### config.mk
export PLATFORM = sky130hd
export DESIGN_NAME = mcr_top
export DESIGN_NICKNAME = d
export VERILOG_FILES = /design/src/mcr_pkg.sv /design/src/mcr_irq_if.sv /design/src/mcr_irq_unit.sv /design/src/mcr_top.sv
export SDC_FILE = /design/constraint.sdc
export NUM_CORES = 1
export LEC_CHECK = 0
export BUFFER_PORTS_ARGS = -buffer_cell sky130_fd_sc_hd__buf_2
export CORE_UTILIZATION = 35
export DETAILED_ROUTE_END_ITERATION = 8
export GPL_TIMING_DRIVEN = 1
export PLACE_DENSITY = 0.82
export SETUP_SLACK_MARGIN = 0.3
export SYNTH_ARGS = -nofsm -noshare
export SYNTH_HDL_FRONTEND = slang
export SYNTH_SLANG_ARGS = --single-unit
export TNS_END_PERCENT = 20
### constraint.sdc
create_clock -name pclk -period 1.4 [get_ports pclk]
set_input_delay 0.14 -clock pclk [delete_from_list [all_inputs] [get_ports pclk]]
set_output_delay 0.14 -clock pclk [all_outputs]
set_load 0.005 [all_outputs]
### src/mcr_pkg.sv
// Shared constants of the memory copy relay: register map, fields, reset values
package mcr_pkg;

   // ----------------------------------------
   // Bus and field widths
   // ----------------------------------------
   localparam int unsigned DATA_W = 32;
   localparam int unsigned OFF_W  = 12;
   localparam int unsigned FLAG_N = 2;
   localparam int unsigned SIZE_W = 2;

   // ----------------------------------------
   // Register offsets (byte addresses)
   // ----------------------------------------
   localparam logic [11:0] OFF_HOLD    = 12'h000;
   localparam logic [11:0] OFF_SIZE    = 12'h004;
   localparam logic [11:0] OFF_IER     = 12'h008;
   localparam logic [11:0] OFF_IDR     = 12'h00C;
   localparam logic [11:0] OFF_IMR     = 12'h010;
   localparam logic [11:0] OFF_ISR     = 12'h014;
   localparam logic [11:0] OFF_RSV_LO  = 12'h018;
   localparam logic [11:0] OFF_RSV_HI  = 12'h0FC;
   localparam logic [11:0] OFF_CHAN_LO = 12'h100;
   localparam logic [11:0] OFF_CHAN_HI = 12'h124;
   localparam logic [11:0] OFF_EVT     = 12'h128;
   localparam logic [11:0] OFF_EVT_CLR = 12'h12C;

   // ----------------------------------------
   // Element size codes and lane masks
   // ----------------------------------------
   localparam logic [1:0]  SIZE_BYTE = 2'h0;
   localparam logic [1:0]  SIZE_HALF = 2'h1;
   localparam logic [1:0]  SIZE_WORD = 2'h2;
   localparam logic [31:0] LANE_BYTE = 32'h0000_00FF;
   localparam logic [31:0] LANE_HALF = 32'h0000_FFFF;
   localparam logic [31:0] LANE_WORD = 32'hFFFF_FFFF;

   // ----------------------------------------
   // Flag positions and reset values
   // ----------------------------------------
   localparam int unsigned BIT_END  = 0;
   localparam int unsigned BIT_FULL = 1;
   localparam logic [31:0] HOLD_RST = 32'h0000_0000;
   localparam logic [1:0]  SIZE_RST = SIZE_WORD;
   localparam logic [1:0]  MASK_RST = 2'h0;
   localparam logic [1:0]  EVT_RST  = 2'h0;

endpackage : mcr_pkg

### src/mcr_irq_if.sv
// Interface between the register front end and the interrupt unit
`timescale 1ns/1ps
interface mcr_irq_if;
   logic                      set_wr;
   logic                      clr_wr;
   logic                      evt_clr_wr;
   logic [mcr_pkg::FLAG_N-1:0] wbits;
   logic [mcr_pkg::FLAG_N-1:0] flags;
   logic [mcr_pkg::FLAG_N-1:0] mask;
   logic [mcr_pkg::FLAG_N-1:0] evt;
   logic                      irq;

   modport regs (output set_wr, output clr_wr, output evt_clr_wr, output wbits, output flags,
                 input mask, input evt, input irq);
   modport unit (input set_wr, input clr_wr, input evt_clr_wr, input wbits, input flags,
                 output mask, output evt, output irq);
endinterface : mcr_irq_if

### src/mcr_irq_unit.sv
// Interrupt mask, sticky event latches and the interrupt line
`timescale 1ns/1ps
module mcr_irq_unit #(
   parameter int unsigned FLAG_N = mcr_pkg::FLAG_N
) (
   input wire logic pclk,
   input wire logic presetn,
   mcr_irq_if.unit  bus
);
   import mcr_pkg::*;

   // ----------------------------------------
   // Elaboration check
   // ----------------------------------------
   if (FLAG_N != mcr_pkg::FLAG_N) begin : g_bad_flag_n
      $error("FLAG_N must match the interface width");
   end

   logic [FLAG_N-1:0] mask_q;
   logic [FLAG_N-1:0] mask_d;
   logic [FLAG_N-1:0] prev_q;
   logic [FLAG_N-1:0] evt_q;
   logic [FLAG_N-1:0] rise;
   logic [FLAG_N-1:0] set_bits;
   logic [FLAG_N-1:0] clr_bits;

   // Ones set or clear mask bits, zeros leave them alone
   assign set_bits = bus.set_wr ? bus.wbits : '0;
   assign clr_bits = bus.clr_wr ? bus.wbits : '0;
   assign mask_d   = (mask_q | set_bits) & ~clr_bits;
   assign rise     = bus.flags & ~prev_q;

   // Mask and edge history
   always_ff @(posedge pclk or negedge presetn) begin
      if (!presetn) begin
         mask_q <= MASK_RST;
         prev_q <= '0;
      end else begin
         mask_q <= mask_d;
         prev_q <= bus.flags;
      end
   end

   // Sticky latch per flag; a rising edge beats a clear in the same cycle
   for (genvar i = 0; i < FLAG_N; i++) begin : g_evt
      always_ff @(posedge pclk or negedge presetn) begin
         if (!presetn) begin
            evt_q[i] <= 1'h0;
         end else begin
            evt_q[i] <= rise[i] | (evt_q[i] & ~(bus.evt_clr_wr & bus.wbits[i]));
         end
      end
   end

   // Level line: any live flag that is enabled
   assign bus.irq  = |(bus.flags & mask_q);
   assign bus.mask = mask_q;
   assign bus.evt  = evt_q;

endmodule : mcr_irq_unit

### src/mcr_top.sv
// Memory copy relay: APB registers, holding register relay and DMA channel window
//
// Implementation choice: register access over APB.
`timescale 1ns/1ps
module mcr_top #(
   parameter int unsigned ADDR_W = mcr_pkg::OFF_W
) (
   input  wire logic                       pclk,
   input  wire logic                       presetn,
   // APB slave
   input  wire logic [ADDR_W-1:0]          paddr,
   input  wire logic                       psel,
   input  wire logic                       penable,
   input  wire logic                       pwrite,
   input  wire logic [mcr_pkg::DATA_W-1:0] pwdata,
   output logic      [mcr_pkg::DATA_W-1:0] prdata,
   output logic                            pready,
   output logic                            pslverr,
   // DMA channel register window
   output logic                            chan_psel,
   output logic                            chan_penable,
   output logic                            chan_pwrite,
   output logic      [mcr_pkg::OFF_W-1:0]  chan_paddr,
   output logic      [mcr_pkg::DATA_W-1:0] chan_pwdata,
   input  wire logic [mcr_pkg::DATA_W-1:0] chan_prdata,
   input  wire logic                       chan_pready,
   input  wire logic                       chan_pslverr,
   // Transmit channel element writes
   input  wire logic                       tx_valid,
   input  wire logic [mcr_pkg::DATA_W-1:0] tx_data,
   output logic                            tx_ready,
   // Receive channel element reads
   output logic                            rx_valid,
   output logic      [mcr_pkg::DATA_W-1:0] rx_data,
   input  wire logic                       rx_ready,
   // Receive channel status
   input  wire logic                       end_of_transfer_flag,
   input  wire logic                       buffer_full_flag,
   // Interrupt
   output logic                            irq
);
   import mcr_pkg::*;

   // ----------------------------------------
   // Elaboration check
   // ----------------------------------------
   if (ADDR_W < OFF_W) begin : g_bad_addr_w
      $error("ADDR_W must cover the 12-bit register window");
   end

   localparam int unsigned PAD_W  = DATA_W - FLAG_N;
   localparam int unsigned SPAD_W = DATA_W - SIZE_W;

   // ----------------------------------------
   // Decode helpers
   // ----------------------------------------

   // Exact match of one register word
   function automatic logic off_is(input logic [OFF_W-1:0] off, input logic [OFF_W-1:0] reg_off);
      off_is = (off == reg_off);
   endfunction : off_is

   // Lane mask of one element for a size code; spare code acts as word
   function automatic logic [DATA_W-1:0] lane_mask(input logic [SIZE_W-1:0] size);
      case (size)
         SIZE_BYTE: lane_mask = LANE_BYTE;
         SIZE_HALF: lane_mask = LANE_HALF;
         SIZE_WORD: lane_mask = LANE_WORD;
         default:   lane_mask = LANE_WORD;
      endcase
   endfunction : lane_mask

   // ----------------------------------------
   // Address decode
   // ----------------------------------------
   logic [OFF_W-1:0] off;
   logic             upper_set;
   logic             acc;
   logic             wr_acc;
   logic             hit_hold;
   logic             hit_size;
   logic             hit_ier;
   logic             hit_idr;
   logic             hit_imr;
   logic             hit_isr;
   logic             hit_rsv;
   logic             hit_chan;
   logic             hit_evt;
   logic             hit_evt_clr;
   logic             hit_local;
   logic             unmapped;

   assign off = paddr[OFF_W-1:0];

   // Address bits above the window push the access out of the map
   if (ADDR_W > OFF_W) begin : g_upper
      assign upper_set = |paddr[ADDR_W-1:OFF_W];
   end else begin : g_no_upper
      assign upper_set = 1'h0;
   end

   // Word decode of each register
   assign hit_hold    = ~upper_set & off_is(off, OFF_HOLD);
   assign hit_size    = ~upper_set & off_is(off, OFF_SIZE);
   assign hit_ier     = ~upper_set & off_is(off, OFF_IER);
   assign hit_idr     = ~upper_set & off_is(off, OFF_IDR);
   assign hit_imr     = ~upper_set & off_is(off, OFF_IMR);
   assign hit_isr     = ~upper_set & off_is(off, OFF_ISR);
   assign hit_evt     = ~upper_set & off_is(off, OFF_EVT);
   assign hit_evt_clr = ~upper_set & off_is(off, OFF_EVT_CLR);

   // Reserved gap reads zero; channel range is handed outward
   assign hit_rsv  = ~upper_set & (off >= OFF_RSV_LO) & (off <= OFF_RSV_HI);
   assign hit_chan = ~upper_set & (off >= OFF_CHAN_LO) & (off <= OFF_CHAN_HI);

   assign hit_local = hit_hold | hit_size | hit_ier | hit_idr | hit_imr | hit_isr
                    | hit_evt | hit_evt_clr | hit_rsv;
   assign unmapped  = ~hit_local & ~hit_chan;

   // Access phase; local registers answer with no wait state
   assign acc    = psel & penable;
   assign wr_acc = acc & pwrite & ~hit_chan;

   // ----------------------------------------
   // DMA channel register window
   // ----------------------------------------

   // Pass the transfer straight through while the channel range is addressed
   assign chan_psel    = psel & hit_chan;
   assign chan_penable = penable & hit_chan;
   assign chan_pwrite  = pwrite;
   assign chan_paddr   = off;
   assign chan_pwdata  = pwdata;

   // ----------------------------------------
   // Element size register
   // ----------------------------------------
   logic [SIZE_W-1:0] size_q;
   logic [SIZE_W-1:0] size_d;

   // Only the size field is stored; upper bits read zero
   assign size_d = (wr_acc & hit_size) ? pwdata[SIZE_W-1:0] : size_q;

   always_ff @(posedge pclk or negedge presetn) begin
      if (!presetn) begin
         size_q <= SIZE_RST;
      end else begin
         size_q <= size_d;
      end
   end

   // ----------------------------------------
   // Holding register relay
   // ----------------------------------------
   logic [DATA_W-1:0] hold_q;
   logic [DATA_W-1:0] hold_d;
   logic              full_q;
   logic              full_d;
   logic              tx_take;
   logic              rx_take;
   logic              sw_hold_wr;

   // One element at a time: transmit fills, receive drains
   assign tx_take    = tx_valid & ~full_q;
   assign rx_take    = rx_ready & full_q;
   assign sw_hold_wr = wr_acc & hit_hold;

   // Transmit element trimmed to the selected width wins over software
   assign hold_d = tx_take    ? (tx_data & lane_mask(size_q)) :
                   sw_hold_wr ? pwdata :
                                hold_q;

   // Occupancy: set by a transmit element, cleared by the receive read
   assign full_d = tx_take | (full_q & ~rx_take);

   always_ff @(posedge pclk or negedge presetn) begin
      if (!presetn) begin
         hold_q <= HOLD_RST;
         full_q <= 1'h0;
      end else begin
         hold_q <= hold_d;
         full_q <= full_d;
      end
   end

   // Channel handshakes; the channels keep their counts equal
   assign tx_ready = ~full_q;
   assign rx_valid = full_q;
   assign rx_data  = hold_q;

   // ----------------------------------------
   // Interrupt unit
   // ----------------------------------------
   mcr_irq_if irq_bus ();

   logic [FLAG_N-1:0] live_flags;

   // Live receive channel flags
   assign live_flags[BIT_END]  = end_of_transfer_flag;
   assign live_flags[BIT_FULL] = buffer_full_flag;

   // Register writes steering the mask and event latches
   assign irq_bus.set_wr     = wr_acc & hit_ier;
   assign irq_bus.clr_wr     = wr_acc & hit_idr;
   assign irq_bus.evt_clr_wr = wr_acc & hit_evt_clr;
   assign irq_bus.wbits      = pwdata[FLAG_N-1:0];
   assign irq_bus.flags      = live_flags;

   mcr_irq_unit #(
      .FLAG_N (FLAG_N)
   ) u_irq (
      .pclk    (pclk),
      .presetn (presetn),
      .bus     (irq_bus)
   );

   assign irq = irq_bus.irq;

   // ----------------------------------------
   // Read data and answer
   // ----------------------------------------
   logic [DATA_W-1:0] rd_local;

   // Write-only and reserved words read zero
   assign rd_local = hit_hold ? hold_q :
                     hit_size ? {{SPAD_W{1'h0}}, size_q} :
                     hit_imr  ? {{PAD_W{1'h0}}, irq_bus.mask} :
                     hit_isr  ? {{PAD_W{1'h0}}, live_flags} :
                     hit_evt  ? {{PAD_W{1'h0}}, irq_bus.evt} :
                                '0;

   // Channel window waits on the channel; everything else is immediate
   assign prdata  = hit_chan ? chan_prdata : rd_local;
   assign pready  = hit_chan ? chan_pready : 1'h1;
   assign pslverr = hit_chan ? (acc & chan_pslverr) : (acc & unmapped);

endmodule : mcr_top

==> results of run 1 <==
==> Yosys cell counts, types with 2 or more instances <==
cell,count
and2_1,2
a21oi_1,17
a22o_1,30
buf_4,47
buf_6,3
nand3_1,3
nor4_1,2
o22ai_1,3
nor3_1,3
nand2_1,64
clkbuf_1,15
o2bb2ai_1,2
nand4_1,3
a22oi_1,2
and4_1,4
inv_1,6
mux2_2,2
nor2b_1,5
nor2_1,14
dfrtp_1,40
o21ai_0,14
mux2i_1,5
nand2b_1,2
a2bb2oi_1,8
buf_2,3
a31oi_1,24
==> registers in the layout, indices dropped and copies added, names as in the netlist <==
signal          flops
size_q              2
rx_valid            1
u_irq.bus.mask      2
u_irq.bus.evt       2
rx_data            32
u_irq.prev_q        2
==> worst paths after layout <==
kind                            slack (ps)                    endpoint                      start
max in group asynchronous              510      rx_data[4]$_DFFE_PN0P_                    presetn
min in group asynchronous              380  u_irq.bus.evt[1]$_DFF_PN0_                    presetn
worst min-delay path                    30          rx_valid$_DFF_PN0_                   rx_ready
worst max register to register         220     rx_data[13]$_DFFE_PN0P_         rx_valid$_DFF_PN0_
worst min register to register         430  u_irq.bus.evt[1]$_DFF_PN0_  u_irq.prev_q[1]$_DFF_PN0_
worst max-delay path                  -430                  prdata[25]                   paddr[9]
==> metal layers <==
| metal | routed length [um] | vias to the layer above | global-route usage, % |
|---|---|---|---|
| li1 | - | 1604 | - |
| met1 | 4060 | 1655 | 26.8 |
| met2 | 5860 | 190 | 44.5 |
| met3 | 643 | 28 | 4.31 |
| met4 | 277 | 0 | 8.59 |
| met5 | 0 | - | 0 |
==> metrics by stage <==
step	cell area (um2)	std cells
floorplan	2830	336
global placement	4010	640
detailed placement	4010	640
CTS	4250	651
global route	4520	655
finish	4520	655
==> cell families (layout without fill, tap and decap cells) <==
| family | after synthesis | after routing | synth area share (%) |
|---|---|---|---|
| buf+inv | 74 | 291 | 17.0 |
| simple gates | 111 | 111 | 18.9 |
| flops | 41 | 41 | 36.3 |
| compound gates | 102 | 102 | 25.0 |
| mux | 7 | 7 | 2.56 |
| xor+xnor | 1 | 1 | 0.310 |
==> worst reg2reg max path: stages, from the launching register on <==
cell and delay, ps:
dfrtp_1 410, nand2b_4 200, nor2_1 100, buf_4 170
nand2_1 60, a2bb2oi_1 170
==> what timing repair did <==
item	in CTS	in global routing
hold buffers	3	0
pin swaps	9	18
setup endpoints to repair	75	75
hold endpoints to repair	22	0
resized for setup	22	54
cloned	0	2
buffers inserted	1	2
==> power by group <==
group,total (W),switching (W),internal (W)
Sequential,0.00156,0.000182,0.00138
Clock,0.000810,0.000419,0.000390
Combinational,0.00110,0.000512,0.000588
Total,0.00347,0.00111,0.00236
==> cell type report <==
| type | count | share of cell area, % |
|---|---|---|
| clock buffers | 6 | 1.83 |
| clock inverters | 1 | 0.166 |
| inverters | 6 | 0.498 |
| multi-input cells | 221 | 34.3 |
| flip-flops and latches | 41 | 22.7 |
| well taps | 102 | 2.82 |
| repair buffers | 278 | 37.7 |
==> results.md, run 1 <==
- Initial antenna violation count: 0
- Chip Height: 91.9 um
- Actual slew at the worst max-slew pin: 576 ps
- Final setup margin: -432 ps
- Die area: 8450 um2
- H-Tree Depth: 2
- Share of cells above drive strength 1: 58.4%
- WP depth: 8
- First-pass GRT wire length: 15700 um
- Max Cap Viol: 0
- Die Wd: 91.9 um
- First-iteration detailed-routing DRC count: 101
- Place WS: -417 ps
- Starting Density: 36.4%
- Synthesized instance count: 336
- Synth-to-layout area growth: 59.8%
- Pwr Density: 768 nW/um2
- Unrepaired setup endpoints after global routing: yes
- Largest delay share family, worst path: simple AND/OR/NAND/NOR gates
- I/O pins: 235
- Number of global-route vias before repair: 3254
- Yosys warning total: 0
- Register area share after synthesis: 36.3%
- Drt total wl: 10800 um
- Crit-path cells: buf_6, or4_4, nor4_4, buf_6, buf_6, buf_12, a22o_1, buf_2
- Critical Path AT: 1690 ps
- Ys async rst share: 100%
- Antenna Diode Count: 0
- Total GRT Usage: 23.8%
- Synthesized area: 2830 um2
- Reg clk slew, reported paths: 90 ps
- Hold Slack: 30.4 ps
- ANT nets after route: 0
- Crit Path Max Fanout: 8
- Fmax: 546 MHz
- Maximum clock path buffer count: 2
- Top cell by count, worst path: buf_6
- Clock sinks: 41
- Top FF cell, synth: dfrtp_1
- Fin crit period: 1830 ps
- CTS buffer count: 5
- Crit start category: input pin
- Netlist cell types: 39
- Crit-path max cell delay: 550 ps
- Cell Rows: 32
- DPL Wire Length: 8000 um
- Most frequent cells in the layout: buf_2, nand2_1, dfrtp_1
- Grt total ovfl: 0
- CTS tree: done
- FF/Latch Area: 1030 um2
- Slew Limit Fails: 0
- Final Skew: 11.9 ps
- Max VDD drop: 0.430 mV
- R2R depth: 5
- Post-synthesis average cell area: 8.42 um2
- Root Buffer: clkbuf_8
- Yosys reg bits: 41
- Syn nets: 455
- Leading cell type in the layout, fill and taps excluded: buf_2
- Detailed-route wire length per cell: 16.6 um
- # setup viols final: 36
- Area of the core: 7770 um2
- Run status: finished, violations left
- Vias: 3477
- Final GP Congestion: 0.870
- Power Total: 0.00347 W
- HP Class: in -> reg
- Fill cell count: 688
- Quantity of I/O buffers inserted on ports: 234
- Via density: 5.31
- Final hold violations: 0
- Final nets: 672
- WP data required: 1260 ps
- Crit share post-route: 131%
- Worst hold path depth: 2
- DRT Pass-1 Iters: 4
- Largest net degree at the start of global routing: 38
- Synth area leader: dfrtp_1
- Rel. slew slack: 61.6%
- Multi-input gate area: 1550 um2
- Failing checks: setup timing
- Worst-Skew Late Latency: 290 ps
- Setup TNS: -12880 ps
- Critical path capture point type: output port
- Top cells by area, synth: dfrtp_1, buf_4, a22o_1
- Number of synthesized flops with an enable pin: 0
- DRC viols: 0
- Critical path class: in -> out
- Critical path buffers and inverters: 5
- P_leak: 2.36 nW
- Top cell type's share of synthesized area: 35.4%
- Final Util: 58.2%
- Worst path slowest cell: or4_4
(Power assumes the default switching activity.)
==> run 2, diff against run 1 <==
--- a/config.mk
+++ b/config.mk
@@ -10,7 +10,6 @@
 export DETAILED_ROUTE_END_ITERATION = 8
 export GPL_TIMING_DRIVEN = 1
 export PLACE_DENSITY = 0.82
-export SETUP_SLACK_MARGIN = 0.3
 export SYNTH_ARGS = -nofsm -noshare
 export SYNTH_HDL_FRONTEND = slang
 export SYNTH_SLANG_ARGS = --single-unit
==> results.md, run 2 (synthesis results as in run 1) <==
- R2R depth: 5 (unchanged)
- Fin crit period: 1790 ps (-43.9 ps)
- CTS tree: done
- Failing checks: setup timing
- Rel. slew slack: 62.5% (+0.86 points)
- Clock sinks: 41 (unchanged)
- Detailed-route wire length per cell: 15.2 um (-8.3%)
- Slew Limit Fails: 0 (unchanged)
- Number of global-route vias before repair: 3178 (-2.3%)
- Die Wd: 91.9 um (unchanged)
- Quantity of I/O buffers inserted on ports: 234 (unchanged)
- ANT nets after route: 0 (unchanged)
- Antenna Diode Count: 0 (unchanged)
- Via density: 5.15 (-3.0%)
- Final nets: 670 (-0.30%)
- Run status: finished, violations left
- First-pass GRT wire length: 15200 um (-3.0%)
- Grt total ovfl: 0 (unchanged)
- Initial antenna violation count: 0 (unchanged)
- Gate power share: 28.1% (-3.6 points)
- CTS buffer count: 5 (unchanged)
- Crit start category: input pin
- Final setup margin: -388 ps (+43.9 ps)
- Largest net degree at the start of global routing: 36 (-5.3%)
- Fmax: 559 MHz (+2.5%)
- Chip Height: 91.9 um (unchanged)
- Largest register FFs: 32 (unchanged)
- Final Skew: 4.69 ps (-7.20 ps)
- Worst path slowest cell: or4_4
- Pwr Density: 833 nW/um2 (+8.5%)
- Top cell by count, worst path: buf_6
- H-Tree Depth: 2 (unchanged)
- Share of cells above drive strength 1: 54.5% (-3.9 points)
- Critical path capture point type: output port
- Max VDD drop: 0.400 mV (-7.1%)
- DPL Wire Length: 7840 um (-2.0%)
- Critical path buffers and inverters: 3 (-2)
- Crit Path Max Fanout: 22 (+14)
- DRC viols: 0 (unchanged)
- Final hold violations: 0 (unchanged)
- Clock share of power: 28.0% (+4.7 points)
- Most frequent cells in the layout: buf_2, nand2_1, dfrtp_1
- NetSw: 0.00106 W (-4.6%)
- Worst-Skew Late Latency: 290 ps (about the same)
- HP Class: in -> reg
- Switching Fraction: 29.9% (-2.2 points)
- Area of the core: 7770 um2 (unchanged)
- DRT Pass-1 Iters: 4 (unchanged)
- Critical path class: in -> out
- Final GP Congestion: 0.880 (+1.2%)
- Crit-path max cell delay: 550 ps (about the same)
- Worst hold path depth: 2 (unchanged)
- P_leak: 2.28 nW (-3.3%)
- Vias: 3367 (-3.2%)
- Max Cap Viol: 0 (unchanged)
- Hold Slack: 29.0 ps (-1.43 ps)
- Root Buffer: clkbuf_8
- Fill cell count: 738 (+7.3%)
- Critical Path AT: 1650 ps (-40 ps)
- Starting Density: 36.4% (unchanged)
- Crit share post-route: 128% (-3.1 points)
- Power Total: 0.00356 W (+2.4%)
- Crit-path cells: buf_6, or4_4, nor4_4, buf_6, a22o_1, buf_2
- Reg clk slew, reported paths: 80 ps (about the same)
- Drt total wl: 9930 um (-8.4%)
- Share of power burned in registers: 43.9% (-1.1 points)
- WP depth: 6 (-2)
- Die area: 8450 um2 (unchanged)
- Maximum clock path buffer count: 2 (unchanged)
- Cell Rows: 32 (unchanged)
- WP data required: 1260 ps (about the same)
- Internal Pwr Total: 0.00249 W (+5.6%)
- Largest delay share family, worst path: simple AND/OR/NAND/NOR gates
- I/O pins: 235 (unchanged)
- Actual slew at the worst max-slew pin: 563 ps (-12.9 ps)
- Unrepaired setup endpoints after global routing: yes
- Total GRT Usage: 22.8% (-0.98 points)
- # setup viols final: 35 (-2.8%)
- Leading cell type in the layout, fill and taps excluded: buf_2
- First-iteration detailed-routing DRC count: 96 (-5.0%)
- Synth-to-layout area growth: 50.8%
[run 2: cell types whose count changed in the layout (fill, tap and decap cells not counted), moves of 6 or more]
cell | previous run | this run
a2bb2oi_2 | 6 | 0
buf_4 | 20 | 31
o21ai_0 | 4 | 13
a2bb2oi_1 | 2 | 8
buf_6 | 14 | 6
[run 2: per-stage QoR]
stage	instance area [um2]	worst slack, ps	setup TNS [ps]	utilization (%)	std cells
final	4270	-388	-11110	54.9	654
after global routing	4270	-434	-13030	54.9	654
after global placement	4010	-378	-19910	51.6	643
after detailed placement	4010	-437	-21970	51.6	643
after CTS	4220	-392	-11300	54.3	654
after floorplan	2830	-107	-3350	-	336
[run 2: worst paths after layout]
check / start / endpoint / slack (ps)
min in group asynchronous: presetn / u_irq.bus.evt[1]$_DFF_PN0_ / 370
hold reg to reg: u_irq.prev_q[1]$_DFF_PN0_ / u_irq.bus.evt[1]$_DFF_PN0_ / 420
setup reg to reg: rx_valid$_DFF_PN0_ / rx_data[13]$_DFFE_PN0P_ / 170
max in group asynchronous: presetn / rx_data[4]$_DFFE_PN0P_ / 510
hold / removal: rx_ready / rx_valid$_DFF_PN0_ / 30
setup / recovery: paddr[9] / prdata[14] / -390
[run 2: power groups by stage]
stage	sequential, W	combinational [W]	clock [W]
CTS	0.00156	0.000989	0.00103
global route	0.00159	0.00110	0.00109
floorplan	0.00156	0.000424	0
global placement	0.00157	0.000939	0
detailed placement	0.00158	0.000966	0
finish	0.00156	0.00100	0.000995
[run 2: repair_timing]
action	CTS	global route
hold endpoints to repair	22	0
resized for setup	13	10
buffers inserted	0	0
pin swaps	14	14
setup endpoints to repair	36	61
hold buffers	3	0
[run 2: area by class of cell]
type | instances | area (um2) | share of cell area (%)
clock buffers | 6 | 82.6 | 1.93
well taps | 102 | 128 | 2.99
flip-flops and latches | 41 | 1030 | 24.1
multi-input cells | 221 | 1410 | 33.1
repair buffers | 276 | 1560 | 36.5
clock inverters | 2 | 37.5 | 0.880
inverters | 6 | 22.5 | 0.528
[run 2: layer usage]
metal | routed length, um | up-vias | GRT usage, %
met4 | 76 | 0 | 5.34
met5 | 0 | - | 0
met2 | 5260 | 184 | 42.5
met1 | 3800 | 1586 | 26.8
met3 | 790 | 8 | 4.31
li1 | - | 1589 | -
==> run 3, diff against run 2 <==
--- a/config.mk
+++ b/config.mk
@@ -9,6 +9,7 @@
 export CORE_UTILIZATION = 35
 export DETAILED_ROUTE_END_ITERATION = 8
 export GPL_TIMING_DRIVEN = 1
+export MAX_ROUTING_LAYER = met4
 export PLACE_DENSITY = 0.82
 export SYNTH_ARGS = -nofsm -noshare
 export SYNTH_HDL_FRONTEND = slang
==> results.md, run 3 (synthesis results as in run 1) <==
- Chip Height: 91.9 um (unchanged)
- Multi-input gate area: 1410 um2 (unchanged)
- Crit-path max cell delay: 550 ps (about the same)
- Max VDD drop: 0.400 mV (about the same)
- Fmax: 558 MHz (-0.18%)
- Reg2reg setup slack: 170 ps (about the same)
- Top cell by count, worst path: buf_6
- Drt total wl: 9930 um (about the same)
- Die Wd: 91.9 um (unchanged)
- First-iteration detailed-routing DRC count: 98 (+2.1%)
- Worst-Skew Late Latency: 290 ps (about the same)
- Detailed-route wire length per cell: 15.2 um (about the same)
- Rel. slew slack: 62.2% (-0.31 points)
- Worst path slowest cell: or4_4
- I/O pins: 235 (unchanged)
- Actual slew at the worst max-slew pin: 568 ps (+4.58 ps)
- Run status: finished, violations left
- Reg clk slew, reported paths: 80 ps (about the same)
- CTS tree: done
- H-Tree Depth: 2 (unchanged)
- CTS buffer count: 5 (unchanged)
- HP Class: in -> reg
- Synth-to-layout area growth: 50.8% (unchanged)
- Hold Slack: 28.2 ps (-0.759 ps)
- Crit Path Max Fanout: 22 (unchanged)
- Critical path class: in -> out
- Critical path capture point type: output port
- FF/Latch Area: 1030 um2 (unchanged)
- Largest register FFs: 32 (unchanged)
- DRT Pass-1 Iters: 5 (+1)
- Most frequent cells in the layout: buf_2, nand2_1, dfrtp_1
- DPL Wire Length: 7840 um (unchanged)
- Fin crit period: 1790 ps (+3.15 ps)
- Die area: 8450 um2 (unchanged)
- Cell Rows: 32 (unchanged)
- Starting Density: 36.4% (unchanged)
- Maximum clock path buffer count: 2 (unchanged)
- P_leak: 2.28 nW (unchanged)
- Clock sinks: 41 (unchanged)
- Quantity of I/O buffers inserted on ports: 234 (unchanged)
- Largest net degree at the start of global routing: 36 (unchanged)
- Final nets: 670 (unchanged)
- # setup viols final: 35 (unchanged)
- Post-CTS setup buffer count: 0 (unchanged)
- Unrepaired setup endpoints after global routing: yes
- Via density: 5.18 (+0.56%)
- First-pass GRT wire length: 15200 um (about the same)
- Max Cap Viol: 0 (unchanged)
- Critical Path AT: 1650 ps (about the same)
- Fill cell count: 738 (unchanged)
- Share of cells above drive strength 1: 54.5% (unchanged)
- Final Util: 54.9% (unchanged)
- Number of global-route vias before repair: 3184 (+0.19%)
- Final GP Congestion: 0.894 (+1.6%)
- Final Skew: 5.93 ps (+1.24 ps)
- Crit-path cells: buf_6, or4_4, nor4_4, buf_6, a22o_1, buf_2
- Crit start category: input pin
- Pwr Density: 834 nW/um2 (about the same)
- Antenna Diode Count: 0 (unchanged)
- Final setup margin: -391 ps (-3.15 ps)
- ANT nets after route: 0 (unchanged)
- Grt total ovfl: 0 (unchanged)
- WP data required: 1260 ps (about the same)
- Area of the core: 7770 um2 (unchanged)
- Initial antenna violation count: 0 (unchanged)
- Slew Limit Fails: 0 (unchanged)
- DRC viols: 0 (unchanged)
- Final hold violations: 0 (unchanged)
- Leading cell type in the layout, fill and taps excluded: buf_2
- Total GRT Usage: 23.5% (+0.65 points)
- Root Buffer: clkbuf_8
- Vias: 3386 (+0.56%)
- Failing checks: setup timing
- Crit share post-route: 128% (+0.23 points)
run 3: cell counts in the layout (fill, tap and decap cells not counted):
Identical to the previous run, type by type.
run 3: worst paths after layout:
path | startpoint | end | cells past startpoint
min reg2reg | u_irq.prev_q[1]$_DFF_PN0_ | u_irq.bus.evt[1]$_DFF_PN0_ | 1
max | paddr[9] | prdata[14] | 6
min in group asynchronous | presetn | u_irq.bus.evt[1]$_DFF_PN0_ | 2
max in group asynchronous | presetn | rx_data[4]$_DFFE_PN0P_ | 3
min | rx_ready | rx_valid$_DFF_PN0_ | 2
max reg2reg | rx_valid$_DFF_PN0_ | rx_data[13]$_DFFE_PN0P_ | 5
run 3: final cells by class:
| class | instances | share of cell area [%] |
|---|---|---|
| tap | 102 | 2.99 |
| clock inverter | 2 | 0.880 |
| timing repair buffer | 276 | 36.5 |
| sequential | 41 | 24.1 |
| multi-input combinational | 221 | 33.1 |
| inverter | 6 | 0.528 |
| clock buffer | 6 | 1.93 |
run 3: worst max-delay path, delay by kind of cell:
kind / cells / cell delay [ps]
AOI/OAI and AO/OA: 1 / 160
buffers and inverters: 3 / 450
and+or+nand+nor: 2 / 880
run 3: metrics by stage:
stage	setup slack [ps]	total power, W	std cells	TNS [ps]	area [um2]
after floorplan	-107	0.00198	336	-3350	2830
after global placement	-378	0.00250	643	-19910	4010
after detailed placement	-437	0.00254	643	-21970	4010
after CTS	-392	0.00358	654	-11300	4220
after global routing	-434	0.00378	654	-13030	4270
final	-391	0.00356	654	-11200	4270
run 3: power breakdown:
| part | switching [W] | internal (W) |
|---|---|---|
| registers | 0.000179 | 0.00138 |
| logic | 0.000470 | 0.000531 |
| clock network | 0.000417 | 0.000580 |
run 3: routing by layer:
metal	wire, um	GRT usage, %	vias to the layer above
met4	119	5.34	0
met2	5250	42.6	182
met5	0	-	-
li1	-	-	1589
met3	665	4.06	13
met1	3900	26.9	1602
run 3: repair_timing:
action	in CTS	in global routing
hold buffers	3	0
cloned	0	0
resized for setup	13	10
hold endpoints to repair	22	0
setup endpoints to repair	36	61
pin swaps	14	14
